File: src/pkg/ccl_pkg.sv
// ==========================================================================
// Clock control constants
package ccl_pkg;

   // ======================================================================
   // Register offsets on the plain register port
   localparam logic [3:0] CCL_OFF_SYNTH = 4'h0;
   localparam logic [3:0] CCL_OFF_PINASSIGN = 4'h1;
   localparam logic [3:0] CCL_OFF_HALT = 4'h2;
   localparam logic [3:0] CCL_OFF_STATUS = 4'h3;
   localparam logic [3:0] CCL_OFF_MULT = 4'h4;

   // ======================================================================
   // Synthesizer control field positions
   localparam int CCL_SYN_W = 15;
   localparam int CCL_SYN_X = 14;
   localparam int CCL_SYN_Y_HI = 13;
   localparam int CCL_SYN_Y_LO = 8;
   localparam int CCL_SYN_PERIPH_CLOCK_DIVIDE_SEL = 7;
   localparam int CCL_SYN_LOCK = 3;
   localparam int CCL_SYN_KEEPOSC = 2;
   localparam int CCL_SYN_CLKPIN = 1;
   localparam logic [15:0] CCL_SYN_WMASK = 16'hFF86;

   // Pin assignment bit enabling the peripheral clock on the top address pin
   localparam int CCL_PA_PCLK = 4;

   // Status field positions
   localparam int CCL_ST_SLEEP = 0;
   localparam int CCL_ST_MODE = 1;
   localparam int CCL_ST_MASK_LO = 4;

   // ======================================================================
   // Reset values
   localparam logic [15:0] CCL_SYN_RESET = 16'h3F00;
   localparam logic [15:0] CCL_PA_RESET = 16'h0000;

   // ======================================================================
   // Counts
   localparam logic [7:0] CCL_LOCK_CYCLES = 8'h40;
   localparam logic [2:0] CCL_PDIV8_HALF = 3'h3;
   localparam logic [2:0] CCL_PDIV16_HALF = 3'h7;

   // ======================================================================
   // Clock source selection codes
   typedef enum logic [1:0] {
      CCL_SRC_OFF = 2'h0,
      CCL_SRC_EXT = 2'h1,
      CCL_SRC_REF = 2'h2,
      CCL_SRC_VCO = 2'h3
   } ccl_src_t;

   // Power states
   typedef enum logic [1:0] {
      CCL_RUN = 2'b01,
      CCL_SLEEP = 2'b10
   } ccl_state_t;

endpackage : ccl_pkg

File: src/verilog/ccl_clk_switch.sv
`timescale 1ns/1ps
// ==========================================================================
// Glitch-free clock source switch
module ccl_clk_switch
   import ccl_pkg::*;
(
   // Clock and control
   input wire logic clk,
   input wire logic nrst,
   input wire logic ce,
   // Source levels, bit 0 unused (off)
   input wire logic [3:0] src,
   input wire ccl_src_t sel_req,
   // Switched clock
   output logic clk_out
);

   typedef struct packed {
      ccl_src_t cur;
      logic out;
   } ccl_sw_t;

   ccl_sw_t s_q;
   ccl_sw_t s_d;

   // Switch only while output and new source are both low
   always_comb begin
      s_d = s_q;
      if (sel_req != s_q.cur && !s_q.out && !src[sel_req]) begin // RQ19
         s_d.cur = sel_req;
      end
      s_d.out = (s_d.cur == CCL_SRC_OFF) ? 1'b0 : src[s_d.cur]; // RQ14
      if (!nrst) begin
         s_d.cur = CCL_SRC_OFF;
         s_d.out = 1'b0;
      end
   end

   // State register
   always_ff @(posedge clk) begin
      if (ce) begin
         s_q <= s_d;
      end
   end

   assign clk_out = s_q.out;
endmodule : ccl_clk_switch

File: src/verilog/ccl_clock_control.sv
`timescale 1ns/1ps
//
// Behaviour
// RQ1 - System multiplier follows six-bit modulus and two prescaler bits; all ones gives 2048.
// RQ2 - Peripheral bus clock is system clock divided by eight or sixteen.
// RQ3 - Peripheral clock reaches top address pin only when pin assignment bit 4 set.
// RQ4 - Halt bit stops a module's clock; its registers stay accessible.
// RQ5 - Deep-sleep instruction turns the system clock off.
// RQ6 - Processor broadcasts its interrupt mask on sleep entry; block stores it.
// RQ7 - Interrupt above stored mask, or reset, ends sleep and restores system clock.
// RQ8 - Control logic and integration clock keep running in sleep, barring lost external.
// RQ9 - Timer tick and pin input logic run from the integration clock.
// RQ10 - Awake: integration and output clocks from external (mode low) or oscillator.
// RQ11 - Asleep with synthesizer: integration clock from oscillator or reference per keep bit.
// RQ12 - Asleep: clock output off unless enable bit set, then same as integration.
// RQ13 - Source mode is the clock-mode pin level at the latest reset.
// RQ14 - Every clock that is off is held low.
// RQ15 - Frequency is reference times 4(modulus+1) times 2^(2*speed+divider).
// RQ16 - After reset control selects modulus 63, multiplier 256.
// RQ17 - Divider bit changes need no relock; speed or modulus change forces relock.
// RQ18 - Software touches synthesizer control only at supervisor privilege; the register port here has no privilege check and takes any write.
// RQ19 - Source changes at sleep entry and exit produce no glitches.
// RQ20 - Wake compare runs on the integration clock, not the system clock.
//
module ccl_clock_control
   import ccl_pkg::*;
#(
   parameter int NMOD = 8
) (
   // Clock, reset, enable
   input wire logic clk,
   input wire logic nrst,
   input wire logic ce,
   // Register port
   input wire logic [3:0] reg_addr,
   input wire logic [15:0] reg_wdata,
   input wire logic reg_wr,
   input wire logic reg_rd,
   output logic [15:0] reg_rdata,
   // Processor side
   input wire logic sleep_cycle,
   input wire logic [2:0] sleep_mask,
   // Pins
   input wire logic ext_clk_pin,
   input wire logic ref_clk_pin,
   input wire logic vco_clk_pin,
   input wire logic clock_mode_pin,
   input wire logic [2:0] irq_level_pin,
   // Clocks out
   output logic sys_clk,
   output logic integration_clock,
   output logic clock_output_pin,
   output logic peripheral_bus_clock,
   output logic top_address_pin,
   output logic top_address_is_clock,
   output logic [NMOD-1:0] module_clk_en,
   output logic pit_tick,
   // Status
   output logic sleeping,
   output logic synth_locked_flag,
   output logic synth_relock,
   output logic [11:0] sys_multiplier
);

   // =======================================================================
   // State
   typedef struct packed {
      logic [1:0] ext_s;
      logic [1:0] ref_s;
      logic [1:0] vco_s;
      logic [1:0] mode_s;
      logic [2:0] irq_s0;
      logic [2:0] irq_s1;
      logic mode;
      logic rst_seen;
      logic [15:0] synth;
      logic [15:0] pin_assign;
      logic [NMOD-1:0] halt;
      ccl_state_t state;
      logic [2:0] mask;
      logic [7:0] lock_cnt;
      logic relock;
      logic sys_prev;
      logic integ_prev;
      logic [2:0] pdiv;
      logic pclk;
      logic addr_clk;
      logic addr_is_clk;
      logic [NMOD-1:0] mod_en;
      logic pit;
      logic [15:0] rdata;
      logic [11:0] mult;
   } ccl_state_reg_t;

   ccl_state_reg_t s_q;
   ccl_state_reg_t s_d;

   ccl_src_t sys_sel;
   ccl_src_t integ_sel;
   ccl_src_t out_sel;
   logic [3:0] srcs;
   logic sys_clk_w;
   logic integ_clk_w;
   logic out_clk_w;

   // Multiplier from modulus and prescalers
   function automatic logic [11:0] mult_of(input logic [15:0] syn);
      logic [11:0] base;
      logic [1:0] sh;
      base = {4'h0, ({2'b00, syn[CCL_SYN_Y_HI:CCL_SYN_Y_LO]} + 8'h01)} << 2;
      sh = {syn[CCL_SYN_W], 1'b0} + {1'b0, syn[CCL_SYN_X]};
      mult_of = base << sh;
   endfunction : mult_of

   // =======================================================================
   // Source selection
   assign srcs = {s_q.vco_s[1], s_q.ref_s[1], s_q.ext_s[1], 1'b0};

   always_comb begin
      sys_sel = CCL_SRC_OFF;
      integ_sel = s_q.mode ? CCL_SRC_VCO : CCL_SRC_EXT; // RQ10 RQ13
      if (s_q.state == CCL_RUN) begin
         sys_sel = s_q.mode ? CCL_SRC_VCO : CCL_SRC_EXT;
      end
      if (s_q.state == CCL_SLEEP && s_q.mode && !s_q.synth[CCL_SYN_KEEPOSC]) begin
         integ_sel = CCL_SRC_REF; // RQ11
      end
      out_sel = integ_sel;
      if (s_q.state == CCL_SLEEP && !s_q.synth[CCL_SYN_CLKPIN]) begin
         out_sel = CCL_SRC_OFF; // RQ12
      end
   end

   // System clock: off while asleep
   ccl_clk_switch u_sys_sw ( // RQ5 RQ19
      .clk(clk),
      .nrst(nrst),
      .ce(ce),
      .src(srcs),
      .sel_req(sys_sel),
      .clk_out(sys_clk_w)
   );

   // Integration clock keeps running in sleep
   ccl_clk_switch u_integ_sw ( // RQ8
      .clk(clk),
      .nrst(nrst),
      .ce(ce),
      .src(srcs),
      .sel_req(integ_sel),
      .clk_out(integ_clk_w)
   );

   // Clock output pin
   ccl_clk_switch u_out_sw ( // RQ12
      .clk(clk),
      .nrst(nrst),
      .ce(ce),
      .src(srcs),
      .sel_req(out_sel),
      .clk_out(out_clk_w)
   );

   // =======================================================================
   // Next state
   always_comb begin
      logic sys_rise;
      logic integ_rise;
      logic [2:0] half;
      sys_rise = 1'b0;
      integ_rise = 1'b0;
      half = 3'h0;
      s_d = s_q;

      // Pin synchronisers
      s_d.ext_s = {s_q.ext_s[0], ext_clk_pin};
      s_d.ref_s = {s_q.ref_s[0], ref_clk_pin};
      s_d.vco_s = {s_q.vco_s[0], vco_clk_pin};
      s_d.mode_s = {s_q.mode_s[0], clock_mode_pin};
      s_d.irq_s0 = irq_level_pin;
      s_d.irq_s1 = s_q.irq_s0;

      sys_rise = sys_clk_w && !s_q.sys_prev;
      integ_rise = integ_clk_w && !s_q.integ_prev;
      s_d.sys_prev = sys_clk_w;
      s_d.integ_prev = integ_clk_w;

      // Timer tick from integration clock edges
      s_d.pit = integ_rise; // RQ9

      // Register writes
      if (reg_wr) begin
         unique case (reg_addr)
            CCL_OFF_SYNTH: begin
               s_d.synth = (reg_wdata & CCL_SYN_WMASK) | (s_q.synth & ~CCL_SYN_WMASK);
               if (reg_wdata[CCL_SYN_W] != s_q.synth[CCL_SYN_W] ||
                   reg_wdata[CCL_SYN_Y_HI:CCL_SYN_Y_LO] !=
                   s_q.synth[CCL_SYN_Y_HI:CCL_SYN_Y_LO]) begin
                  s_d.lock_cnt = CCL_LOCK_CYCLES; // RQ17
               end
            end
            CCL_OFF_PINASSIGN: begin
               s_d.pin_assign = reg_wdata;
            end
            CCL_OFF_HALT: begin
               s_d.halt = reg_wdata[NMOD-1:0]; // RQ4
            end
            default: begin
            end
         endcase
      end

      // Relock countdown
      if (s_d.lock_cnt == s_q.lock_cnt && s_q.lock_cnt != 8'h00) begin
         s_d.lock_cnt = s_q.lock_cnt - 8'h01;
      end
      s_d.relock = (s_d.lock_cnt != 8'h00);
      s_d.synth[CCL_SYN_LOCK] = (s_d.lock_cnt == 8'h00);
      s_d.mult = mult_of(s_d.synth); // RQ1 RQ15

      // Sleep state machine
      unique case (s_q.state)
         CCL_RUN: begin
            if (sleep_cycle) begin
               s_d.mask = sleep_mask; // RQ6
               s_d.state = CCL_SLEEP; // RQ5
            end
         end
         CCL_SLEEP: begin
            if (integ_rise && s_q.irq_s1 > s_q.mask) begin // RQ7 RQ20
               s_d.state = CCL_RUN;
            end
         end
      endcase

      // Peripheral bus clock from system clock edges
      half = s_q.synth[CCL_SYN_PERIPH_CLOCK_DIVIDE_SEL] ? CCL_PDIV16_HALF : CCL_PDIV8_HALF;
      if (s_d.state == CCL_SLEEP) begin
         s_d.pdiv = 3'h0;
         s_d.pclk = 1'b0; // RQ14
      end else if (sys_rise) begin
         if (s_q.pdiv >= half) begin // RQ2
            s_d.pdiv = 3'h0;
            s_d.pclk = !s_q.pclk;
         end else begin
            s_d.pdiv = s_q.pdiv + 3'h1;
         end
      end
      s_d.addr_is_clk = s_q.pin_assign[CCL_PA_PCLK]; // RQ3
      s_d.addr_clk = s_q.pin_assign[CCL_PA_PCLK] && s_d.pclk; // RQ3

      // Module clock enables
      s_d.mod_en = (s_d.state == CCL_RUN) ? ~s_q.halt : '0; // RQ4

      // Register reads
      s_d.rdata = 16'h0000;
      if (reg_rd) begin
         unique case (reg_addr)
            CCL_OFF_SYNTH: s_d.rdata = s_q.synth;
            CCL_OFF_PINASSIGN: s_d.rdata = s_q.pin_assign;
            CCL_OFF_HALT: s_d.rdata = {{(16-NMOD){1'b0}}, s_q.halt};
            CCL_OFF_STATUS: begin
               s_d.rdata[CCL_ST_SLEEP] = (s_q.state == CCL_SLEEP);
               s_d.rdata[CCL_ST_MODE] = s_q.mode;
               s_d.rdata[CCL_ST_MASK_LO +: 3] = s_q.mask;
            end
            CCL_OFF_MULT: s_d.rdata = {4'h0, s_q.mult};
            default: s_d.rdata = 16'h0000;
         endcase
      end

      // Mode pin taken again on the edge after reset, once its sync is full
      if (s_q.rst_seen) begin
         s_d.mode = s_q.mode_s[1]; // RQ13
      end
      s_d.rst_seen = !nrst;
      // Synchronous reset: mode pin captured while reset is held
      if (!nrst) begin
         s_d.mode = s_q.mode_s[1]; // RQ13
         s_d.synth = CCL_SYN_RESET; // RQ16
         s_d.pin_assign = CCL_PA_RESET;
         s_d.halt = '0;
         s_d.state = CCL_RUN; // RQ7
         s_d.mask = 3'h0;
         s_d.lock_cnt = 8'h00;
         s_d.relock = 1'b0;
         s_d.sys_prev = 1'b0;
         s_d.integ_prev = 1'b0;
         s_d.pdiv = 3'h0;
         s_d.pclk = 1'b0;
         s_d.addr_clk = 1'b0;
         s_d.addr_is_clk = 1'b0;
         s_d.mod_en = '0;
         s_d.pit = 1'b0;
         s_d.rdata = 16'h0000;
         s_d.mult = mult_of(CCL_SYN_RESET);
      end
   end

   // State register
   always_ff @(posedge clk) begin
      if (ce) begin
         s_q <= s_d;
      end
   end

   // =======================================================================
   // Outputs
   assign reg_rdata = s_q.rdata;
   assign sys_clk = sys_clk_w;
   assign integration_clock = integ_clk_w;
   assign clock_output_pin = out_clk_w;
   assign peripheral_bus_clock = s_q.pclk;
   assign top_address_pin = s_q.addr_clk;
   assign top_address_is_clock = s_q.addr_is_clk;
   assign module_clk_en = s_q.mod_en;
   assign pit_tick = s_q.pit;
   assign sleeping = s_q.state[1]; // One-hot sleep flop
   assign synth_locked_flag = s_q.synth[CCL_SYN_LOCK];
   assign synth_relock = s_q.relock;
   assign sys_multiplier = s_q.mult;
endmodule : ccl_clock_control
File: config.mk
export PLATFORM = sky130hd
export DESIGN_NAME = ccl_clock_control
export DESIGN_NICKNAME = d
export VERILOG_FILES = /design/src/pkg/ccl_pkg.sv /design/src/verilog/ccl_clk_switch.sv /design/src/verilog/ccl_clock_control.sv
export SDC_FILE = /design/constraint.sdc
export NUM_CORES = 1
export LEC_CHECK = 0
export ABC_CLOCK_PERIOD_IN_PS = 2670
export BUFFER_PORTS_ARGS = -buffer_cell sky130_fd_sc_hd__buf_4
export CAP_MARGIN = 20
export CELL_PAD_IN_SITES_DETAIL_PLACEMENT = 0
export CELL_PAD_IN_SITES_GLOBAL_PLACEMENT = 1
export CORE_ASPECT_RATIO = 1.2
export CORE_MARGIN = 1
export CORE_UTILIZATION = 44
export CTS_BUF_LIST = sky130_fd_sc_hd__clkbuf_4
export CTS_CLUSTER_SIZE = 12
export DETAILED_ROUTE_END_ITERATION = 6
export PLACE_DENSITY_LB_ADDON = 0.05
export SKIP_LAST_GASP = 1
export SYNTH_ARGS = -nofsm -noshare
export SYNTH_HDL_FRONTEND = slang
export SYNTH_SLANG_ARGS = --single-unit
File: constraint.sdc
create_clock -name clk -period 2.67 [get_ports clk]
set_input_delay 0.1335 -clock clk [delete_from_list [all_inputs] [get_ports clk]]
set_output_delay 0.1335 -clock clk [all_outputs]
set_load 0.005 [all_outputs]
* Yosys cells after proc, flatten, opt, wreduce, memory -nomap -nowiden
Cells that the tools add are included.
** Word-level totals
- Bits in registers :: 124
- Input bits :: 36
** Cells by class
- Multiplexer cells :: 42
- Bitwise gates (word level) :: 3
- Equality and inequality tests :: 22
- Shift-type cells :: 1
- Add/sub/neg operators :: 4
- Magnitude comparators :: 8
- Reductions and logical operators :: 46
** Operator list (count)
- $mux W40 :: 1
- $mux W8 :: 5
- $pmux W9 S4 :: 1
- $mux W16 :: 2
- $lt A2 B3 Y1 const B :: 6
- $mux W2 :: 8
- $or A16 B7 Y16 :: 1
- $reduce_bool A8 Y1 :: 2
- $pmux W3 S5 :: 1
- $logic_and A1 B1 Y1 :: 14
- $ne A2 B1 Y1 const B :: 7
- $bmux W1 S2 :: 6
- $logic_not A1 Y1 :: 12
- $reduce_and A3 Y1 :: 4
- $shl A9 B2 Y12 :: 1
- $mux W1 :: 10
- $pmux W2 S5 :: 1
- $mux W3 :: 3
- $eq A4 B2 Y1 const B :: 2
- $eq A8 B8 Y1 :: 1
- $logic_not A8 Y1 :: 1
- $not A8 Y8 :: 1
- $pmux W2 S4 :: 1
- $reduce_and A2 Y1 :: 4
- 22 further kinds :: 31

* Longest topological paths before layout
Gate-level depths: netlist of run 1.
- Depth in word-level cells :: 12
- Depth in mapped cells :: 11

* Hierarchy
A second synthesis of run 1 with hierarchy kept.
** Unflattened totals
- Cells, all modules :: 510
- Area, all modules :: 6184.7 µm²
** Modules (own cells, without submodules)
- ccl_clock_control :: area each 5561.6 µm², sequential area each 3393.3 µm², cells each 450, times used 1
- ccl_clk_switch :: area each 207.7 µm², sequential area each 90.1 µm², cells each 20, times used 3

* Worst setup path before layout of run 1
OpenSTA, ideal clock, no wires.
- Kind :: in2reg
- Start point :: in reg_addr[1]
- End point :: reg s_q (netlist bit sys_multiplier[9]), data pin
- Data arrival time :: 2.257 ns
- Library setup time :: 0.271 ns
- Setup slack :: 0.142 ns
- Path buffers :: 1
- Stages on the path :: 11
- Cells stage by stage :: buf_6 -> nor4_4 -> nand2_2 -> mux2i_1 -> inv_1 -> ha_1 -> nand3_1 -> a21oi_1 -> o2bb2a_1 -> a32oi_1 -> o221ai_1
** On the way
- Longest elaborated chain between the ends :: 5
- Elaborated cells between the ends (all ways) :: 6
** RTL lines
- start, declared :: line ccl_clock_control.sv:35 : input wire logic [3:0] reg_addr,
- $logic_not A4 Y1 * :: line ccl_clock_control.sv:193 : unique case (reg_addr)
- $mux W16 * :: line ccl_clock_control.sv:193
- $mux W40 * :: line ccl_clock_control.sv:192 : if (reg_wr) begin
- $add A6 B1 Y7 or $add A2 B1 Y2 (tied branches) :: line ccl_clock_control.sv:110, ccl_clock_control.sv:111
- $shl A9 B2 Y12 * :: line ccl_clock_control.sv:112 : mult_of = base << sh;
- end signal, assigned :: line ccl_clock_control.sv:303 : s_q <= s_d;
- end, declared :: line ccl_clock_control.sv:95 : ccl_state_reg_t s_q;
Mark *: on every way between the ends. The rest lies on a longest branch, timed or not. The select of a mux whose other input is x is not followed.
A chain may end at the register's enable or synchronous reset.

* Final worst setup path of run 1
- Start point :: reg s_q[46] (netlist bit)
- End point :: reg s_q (netlist bit synth_relock), data pin
** On the way
- Longest elaborated chain between the ends :: 7
- Elaborated cells between the ends (all ways) :: 9
** RTL lines
- $mux W8 :: line ccl_clock_control.sv:196 : if (reg_wdata[CCL_SYN_W] != s_q.synth[CCL_SYN_W] ||
- $mux W8 :: line ccl_clock_control.sv:193
- $mux W8 :: line ccl_clock_control.sv:192
- $eq A8 B8 Y1 :: line ccl_clock_control.sv:214 : if (s_d.lock_cnt == s_q.lock_cnt && s_q.lock_cnt != 8'h00) begin
- $logic_and A1 B1 Y1 :: line ccl_clock_control.sv:214
- $mux W8 * :: line ccl_clock_control.sv:214
- $reduce_bool A8 Y1 * :: line ccl_clock_control.sv:217 : s_d.relock = (s_d.lock_cnt != 8'h00);
Mark *: on every way between the ends. The rest lies on a longest branch, timed or not.

==> results.yml, run 1 <==
synthesis:
  synth_top_family_by_area: "simple AND/OR/NAND/NOR gates"
  synth.area.top_cells: "edfxtp_1, buf_4, and3_1, nor2_1, a21oi_1"
  synth_seq_area_share_pct: 56.2
  syn_area_um2: 6510
  synth_edf_count: 122
  synth_xor_area_share_pct: 1.75
  avgSynthCellArea_um2: 11.7
  synth_fa_ha_area_share_pct: 1.54
  synth-compound-area-share_pct: 14.7
  synth_ff_type: "edfxtp_1"
  syn_inst: 556
  synth-simple-area-share_pct: 16.1
  synthMuxAreaShare_pct: 1.96
  yosys.area.top_type: "edfxtp_1"
  synth_top_area_share_pct: 56.2
  ys_warn_count: 0
  yosysUniqueCellTypes: 78
  synth_commonest_cells: "edfxtp_1, nor2_1, buf_4"
  ys_seq_elements: 122
  async_reset_ff_share_pct: 0
  yosysMostFrequentCell: "edfxtp_1"
layout:
  areaGrowthSynthToFinish_pct: 18.6
  stdcell_count: 829
  finalNetCount: 684
  layout-drive-gt1-share_pct: 24.2
  nFillCells: 1289
timing:
  clock.fmax_mhz: 438
  worst_slack_ps: 386
  worst_slew_pin_slew_ps: 761
  relSlewSlack_pct: 49.2
  finalSetupTns_ps: 0
  finalHoldViolCount: 0
  setup_viol: 0
  final.min_clock_period_ps: 2280
  grt_setup_unrepaired: "false"
  finalCritPeriodShare_pct: 85.5
  fin_skew_ps: 15.6
  hold-worst-slack_ps: 51.7
  final_max_slew_viol_count: 0
route:
  dr.pass1.iters: 6
  routed_via_density: 5.79
  wl_um: 16300
  wl_per_cell_um: 19.7
  vias: 4804
  route.detailed.drc: 0
  ant_nets: 0
  drt_iter0_markers: 364
worst_setup_path:
  startpoint: "s_q[46]$_SDFFCE_PN0P_"
  required_ps: 2950
  reg2reg_depth: 7
  critPathCaptureType: "flop"
  rr_endpoint: "synth_relock$_SDFFCE_PN0P_"
  cp_max_fo: 7
  critPathKind: "reg2reg"
  critPathLaunchType: "flop"
  crit_path_end: "synth_relock$_SDFFCE_PN0P_"
  worstPathArrival_ps: 2570
  r2r_setup_slack_ps: 390
  r2r-start: "s_q[46]$_SDFFCE_PN0P_"
power:
  p_per_area_nw_per_um2: 575
  leakagePower_nw: 2.94
  peakVddDrop_uv: 259
  finalPower_mw: 4.45
floorplanning:
  die_h_um: 135
  ios: 82
  die_x_um: 113
  initial_core_util_pct: 45.2
  core_area_um2: 14400
  dieArea_um2: 15300
  num_rows: 48
global_routing:
  grt_pass1_vias: 4583
  antenna_found_initial: 1
  overflow: 0
  grt_pass1_wl_um: 24900
  grt_use_total_pct: 21.9
  grt_start_max_net_pins: 90
placement:
  dp_cells: 767
  hpwl_um: 11200
  place_ws_ps: 143
  place.gp.congestion: 0.864
  portBuffers: 79
clocking:
  cts_buffers: 17
  cts_tree: "yes"
  clk_pin_slew_ps: 110
  cts_buffer_depth: 2
  cts_num_sinks: 122
  htree_levels: 4
  root_buffer: "clkbuf_4"
  clk_latency_ps: 530
  post_cts_buffers: 0
job:
  cap_violations: 0
hold_path:
  hold_class: "in2reg"
  hold_path.startpoint: "reg_wdata[2]"
status:
  status: "finished clean"
## through the flow
step,instance area [um^2],util (%)
final,7730,53.6
after global routing,7730,53.6
after CTS,7720,53.5
after detailed placement,7090,49.2
after global placement,7090,49.2
after floorplan,6520,-
## power by group
group	internal (mW)	switching, mW	leakage [nW]
clock	0.838	0.738	0.180
combinational	0.258	0.285	1.59
sequential	2.24	0.0903	1.17
## metal layers
layer  GRT usage [%]  share of wire, %  wire [um]  vias to the layer above
met5               0                 0          0                        -
li1                -                 -          -                     2263
met3            6.04               7.0       1140                       32
met1            28.8                44       7150                     2329
met4            9.28               2.6        422                        0
met2            34.0                47       7580                      180
## critical path, stage by stage, from the launching register on
cell	delay [ps]
edfxtp_1	510
inv_1	130
ha_1	260
or3b_2	520
o21ai_0	170
o211ai_1	110
nor4_1	230
a21oi_1	110
## area by class of cell
| cell class | count | area [um^2] | area share (%) |
|---|---|---|---|
| Tap cell | 175 | 219 | 2.83 |
| Sequential cell | 122 | 3660 | 47.4 |
| Timing Repair Buffer | 129 | 1050 | 13.6 |
| Clock inverter | 15 | 223 | 2.88 |
| Inverter | 19 | 71.3 | 0.923 |
| Clock buffer | 17 | 128 | 1.65 |
| Antenna cell | 1 | 2.50 | 0.0324 |
| Multi-Input combinational cell | 351 | 2370 | 30.7 |
## state kept, by name, summed over array words and instances (netlist names), 2 cells and up
register,flops
s_q,65
reg_rdata,16
sys_multiplier,10
module_clk_en,8
s_d,7
u_integ_sw.s_q,2
u_out_sw.s_q,2
u_sys_sw.s_q,2
## cell families after synthesis
| group | Yosys count |
|---|---|
| simple gates | 188 |
| compound gates | 130 |
| mux | 10 |
| xor+xnor | 13 |
| other cells | 1 |
| flops | 122 |
| fa+ha+maj | 8 |
| buf+inv | 84 |
## worst min-delay path by stage
stage	slack, ps	depth (start not counted)	to
6_report	50	2	s_q[69]$_SDFFCE_PN0P_
3_5_place_dp	310	1	s_d[101]$_DFFE_PP_
5_1_grt	20	2	s_q[69]$_SDFFCE_PN0P_
2_1_floorplan	230	0	s_d[101]$_DFFE_PP_
4_1_cts	7	2	s_q[69]$_SDFFCE_PN0P_
3_3_place_gp	310	1	s_d[101]$_DFFE_PP_
## placed cells by master, fill, tap and decap left out, types with 8 or more instances in the layout
cell	n
o21ai_0	17
clkbuf_4	17
nand3_1	20
edfxtp_1	122
a22oi_1	8
o21a_1	8
dlygate4sd3_1	28
nor2b_1	11
and2_1	10
ha_1	8
a21oi_1	28
nand2_1	26
buf_4	100
nor2_1	42
a222oi_1	11
and3_1	29
inv_1	18
## timing repair
action                    4_1_cts  5_1_grt
hold buffers                   28        0
resized for setup               0        0
hold endpoints to repair       39        0
Note: power is estimated with default switching activity, not from simulation.
==> run 2: changes to the inputs <==
==> constraint.sdc (replaced) <==
create_clock -name clk -period 2.67 [get_ports clk]
set_input_delay 0.534 -clock clk [delete_from_list [all_inputs] [get_ports clk]]
set_output_delay 0.534 -clock clk [all_outputs]
set_load 0.005 [all_outputs]
==> results.yml, run 2 (synthesis results as in run 1) <==
status:
  status: "finished clean"
floorplanning:
  die_x_um: 113
  num_rows: 48
  core_area_um2: 14400
  initial_core_util_pct: 45.2
  ios: 82
  dieArea_um2: 15300
  die_h_um: 135
job:
  cap_violations: 0
timing:
  grt_setup_unrepaired: "false"
  finalHoldViolCount: 0
  fin_skew_ps: 16.7
  clock.fmax_mhz: 431
  final.min_clock_period_ps: 2320
  final_max_slew_viol_count: 0
  hold-worst-slack_ps: 168
  worst_slew_pin_slew_ps: 509
  finalCritPeriodShare_pct: 86.9
  relSlewSlack_pct: 65.9
  setup_viol: 0
worst_setup_path:
  critPathLaunchType: "flop"
  worstPathArrival_ps: 2740
  cp_cell_sequence: "or4_4 > nor4_2 > nand2_1 > a2111oi_0 > o21a_1"
  max_stage_delay_ps: 610
  critPathKind: "reg2reg"
  required_ps: 3090
  critPathCaptureType: "flop"
  cp_max_fo: 7
  critPathSlowestCell: "or4_4"
layout:
  areaGrowthSynthToFinish_pct: 16.8
  finalNetCount: 678
  nFillCells: 1280
  regMostFlops: "s_q"
  largest_reg_flops: 65
  mostFrequentLayoutCell: "buf_4"
  layout-drive-gt1-share_pct: 29.4
  final_cell_mix: "buf_4, edfxtp_1, nor2_1"
route:
  routed_via_density: 5.83
  wl_per_cell_um: 20.0
  ant_nets: 0
  vias: 4794
  dr.pass1.iters: 5
  wl_um: 16500
  route.detailed.drc: 0
  drt_iter0_markers: 507
global_routing:
  grt_pass1_wl_um: 25500
  grt_use_total_pct: 22.3
  antenna_found_initial: 1
  grt.busiest_layer: "met2"
  grt_start_max_net_pins: 39
  grt_pass1_vias: 4630
  met2_usage_pct: 34.6
  use_met1_pct: 30.2
  gr-usage-met3_pct: 5.86
  overflow: 0
clocking:
  ctsHoldBuffers: 0
  clk_pin_slew_ps: 120
  cts_buffer_depth: 2
  cts_resized: 0
  cts_num_sinks: 122
  clk_latency_ps: 540
  post_cts_buffers: 0
  cts_tree: "yes"
  cts_buffers: 17
  htree_levels: 4
  root_buffer: "clkbuf_4"
power:
  clock_power_share_pct: 33.0
  finalPower_mw: 4.28
  sequentialPowerShare_pct: 54.3
  leakagePower_nw: 2.92
  peakVddDrop_uv: 251
  p_int_mw: 3.14
  swShare_pct: 26.7
  p_comb_share_pct: 12.7
  p_per_area_nw_per_um2: 563
  p_sw_mw: 1.14
placement:
  place.gp.congestion: 0.906
  hpwl_um: 11700
  portBuffers: 79
hold_path:
  hold_class: "in2reg"
run 2: worst max-delay path, delay by kind of cell (launching register included):
family,cells,cell delay [ps]
AND/OR/NAND/NOR,3,1030
AO/OA/AOI/OAI,2,650
flip-flops,1,520
run 2: per-layer routing:
metal,routed length [um],vias to the layer above
met5,0,-
met4,260,0
met3,1300,29
met2,7750,227
met1,7150,2287
li1,-,2251
run 2: per-stage QoR:
| stage | instances | worst slack, ps | utilization, % | TNS [ps] | cell area, um^2 |
|---|---|---|---|---|---|
| floorplan | 557 | -167 | - | -624 | 6590 |
| global placement | 790 | -37.7 | 50.7 | -86.0 | 7310 |
| detailed placement | 790 | -133 | 50.7 | -395 | 7310 |
| CTS | 822 | 313 | 52.8 | 0 | 7610 |
| global route | 823 | 218 | 52.8 | 0 | 7610 |
| finish | 823 | 350 | 52.8 | 0 | 7610 |
run 2: final timing paths:
kind	cells past startpoint	slack [ps]	from	to
worst max-delay path	5	350	s_q[46]$_SDFFCE_PN0P_	s_q[50]$_SDFFCE_PN0P_
worst max register to register	5	350	s_q[46]$_SDFFCE_PN0P_	s_q[50]$_SDFFCE_PN0P_
worst min register to register	0	430	s_d[112]$_DFFE_PP_	s_q[112]$_DFFE_PP_
worst min-delay path	1	170	irq_level_pin[2]	s_d[103]$_DFFE_PP_
run 2: cell type report:
class / count / area (um^2) / area share, %
inverters: 19 / 71.3 / 0.937
clock buffers: 17 / 128 / 1.68
repair buffers: 123 / 923 / 12.1
flip-flops and latches: 122 / 3660 / 48.1
clock inverters: 15 / 173 / 2.27
well taps: 175 / 219 / 2.88
diodes: 1 / 2.50 / 0.0329
multi-input cells: 351 / 2430 / 31.9
run 2: power groups by stage:
| stage | clock [mW] | combinational [mW] | sequential [mW] |
|---|---|---|---|
| after floorplan | 0 | 0.343 | 2.33 |
| after global placement | 0 | 0.536 | 2.37 |
| after detailed placement | 0 | 0.542 | 2.37 |
| after CTS | 1.45 | 0.545 | 2.32 |
| after global routing | 1.53 | 0.593 | 2.34 |
| final | 1.41 | 0.546 | 2.33 |
==> run 3: changes to the inputs <==
Settings changed: REMOVE_ABC_BUFFERS set to 1.
==> results.yml, run 3 (synthesis results as in run 1) <==
global_routing:
  met2_usage_pct: 38.5
  grt_start_max_net_pins: 37
  gr-usage-met3_pct: 5.06
  grt_pass1_wl_um: 25700
  grt.busiest_layer: "met2"
  overflow: 0
  use_met1_pct: 28.3
  antenna_found_initial: 1
  grt_use_total_pct: 22.6
  grt_pass1_vias: 4710
clocking:
  cts_buffers: 17
  root_buffer: "clkbuf_4"
  clk_latency_ps: 550
  post_cts_buffers: 0
  cts_tree: "yes"
  ctsHoldBuffers: 0
  cts_num_sinks: 122
  cts_resized: 0
  htree_levels: 4
  cts_buffer_depth: 2
  clk_pin_slew_ps: 110
worst_setup_path:
  critPathKind: "reg2reg"
  r2r_setup_slack_ps: 320
  rr_endpoint: "synth_locked_flag$_SDFFCE_PN0P_"
  startpoint: "s_q[47]$_SDFFCE_PN0P_"
  required_ps: 3050
  cp_max_fo: 5
  critPathLaunchType: "flop"
  critPathCaptureType: "flop"
  r2r-start: "s_q[47]$_SDFFCE_PN0P_"
  reg2reg_depth: 7
  worstPathArrival_ps: 2730
placement:
  portBuffers: 79
  hpwl_um: 12000
  dpl_cell_area_um2: 7280
  place.gp.congestion: 0.932
  place_ws_ps: -144
layout:
  design_area_um2: 7580
  largest_reg_flops: 65
  regMostFlops: "s_q"
  ff_latch_area_um2: 3660
  utilization_pct: 52.6
  areaGrowthSynthToFinish_pct: 16.4
  layout-drive-gt1-share_pct: 28.2
  nFillCells: 1322
  mostFrequentLayoutCell: "buf_4"
  multi_input_area_um2: 2370
  finalNetCount: 683
  final_cell_mix: "buf_4, edfxtp_1, nor2_1"
floorplanning:
  core_area_um2: 14400
  initial_core_util_pct: 45.2
  dieArea_um2: 15300
  die_h_um: 135
  ios: 82
  die_x_um: 113
  num_rows: 48
power:
  p_comb_share_pct: 12.7
  peakVddDrop_uv: 274
  swShare_pct: 25.8
  p_sw_mw: 1.10
  p_per_area_nw_per_um2: 560
  p_int_mw: 3.15
  leakagePower_nw: 2.92
  sequentialPowerShare_pct: 54.7
  clock_power_share_pct: 32.6
timing:
  relSlewSlack_pct: 52.1
  worst_slew_pin_slew_ps: 714
  finalHoldViolCount: 0
  fin_skew_ps: 18.2
  hold-worst-slack_ps: 162
  setup_viol: 0
  final.min_clock_period_ps: 2350
  final_max_slew_viol_count: 0
  grt_setup_unrepaired: "false"
  clock.fmax_mhz: 426
  finalCritPeriodShare_pct: 87.9
  worst_slack_ps: 322
hold_path:
  holdPathEnd: "s_d[108]$_DFFE_PP_"
  min_delay_path_depth: 1
  hold_class: "in2reg"
  hold_path.startpoint: "clock_mode_pin"
job:
  cap_violations: 0
route:
  drt_iter0_markers: 400
  routed_via_density: 5.81
  ant_nets: 0
  route.detailed.drc: 0
  wl_per_cell_um: 20.2
  vias: 4809
  dr.pass1.iters: 6
  wl_um: 16700
status:
  status: "finished clean"
-- run 3: cell count changes in the layout (fill, tap and decap cells not counted), sizes merged --
cell / previous run / this run
buf: 123 / 128
clkinvlp: 3 / 4
inv: 21 / 19
clkinv: 7 / 6
clkbuf: 17 / 19
-- run 3: power by group through the flow --
stage                     sequential, mW  clock, mW  combinational (mW)
final                               2.32       1.38               0.539
after CTS                           2.32       1.42               0.544
after global placement              2.36          0               0.535
after global routing                2.34       1.47               0.594
after detailed placement            2.37          0               0.541
after floorplan                     2.34          0               0.255
-- run 3: worst max-delay path, cell delays in order (launching register included) --
cell	delay, ps
edfxtp_1	460
inv_1	110
ha_1	240
or3b_2	530
o21ai_0	170
o211ai_1	110
nor4_1	290
and3_1	280
-- run 3: layout make-up --
class,instances,share of cell area (%)
Clock inverter,13,2.00
Timing Repair Buffer,128,12.7
Antenna cell,1,0.0330
Clock buffer,19,1.88
Multi-Input combinational cell,351,31.3
Tap cell,175,2.89
Inverter,19,0.941
Sequential cell,122,48.3
-- run 3: how the worst max path moves through the flow --
stage | slack [ps] | to
CTS | 300 | synth_locked_flag$_SDFFCE_PN0P_
global placement | -140 | sys_multiplier[9]$_SDFFCE_PN0P_
finish | 320 | synth_locked_flag$_SDFFCE_PN0P_
floorplan | -830 | sys_multiplier[9]$_SDFFCE_PN0P_
detailed placement | -140 | sys_multiplier[7]$_SDFFCE_PN0P_
global route | 170 | sys_multiplier[7]$_SDFFCE_PN0P_
-- run 3: routing by layer --
metal | part of all wire (%) | up-vias
met2 | 50 | 152
met1 | 43 | 2368
met4 | 1.5 | 0
met5 | 0 | -
met3 | 4.9 | 20
li1 | - | 2269
-- run 3: stage by stage --
stage          TNS [ps]  power [mW]  cells
2_1_floorplan    -15470        2.60    492
3_3_place_gp       -530        2.90    795
3_5_place_dp       -757        2.91    795
4_1_cts               0        4.28    827
5_1_grt               0        4.40    828
6_report              0        4.24    828
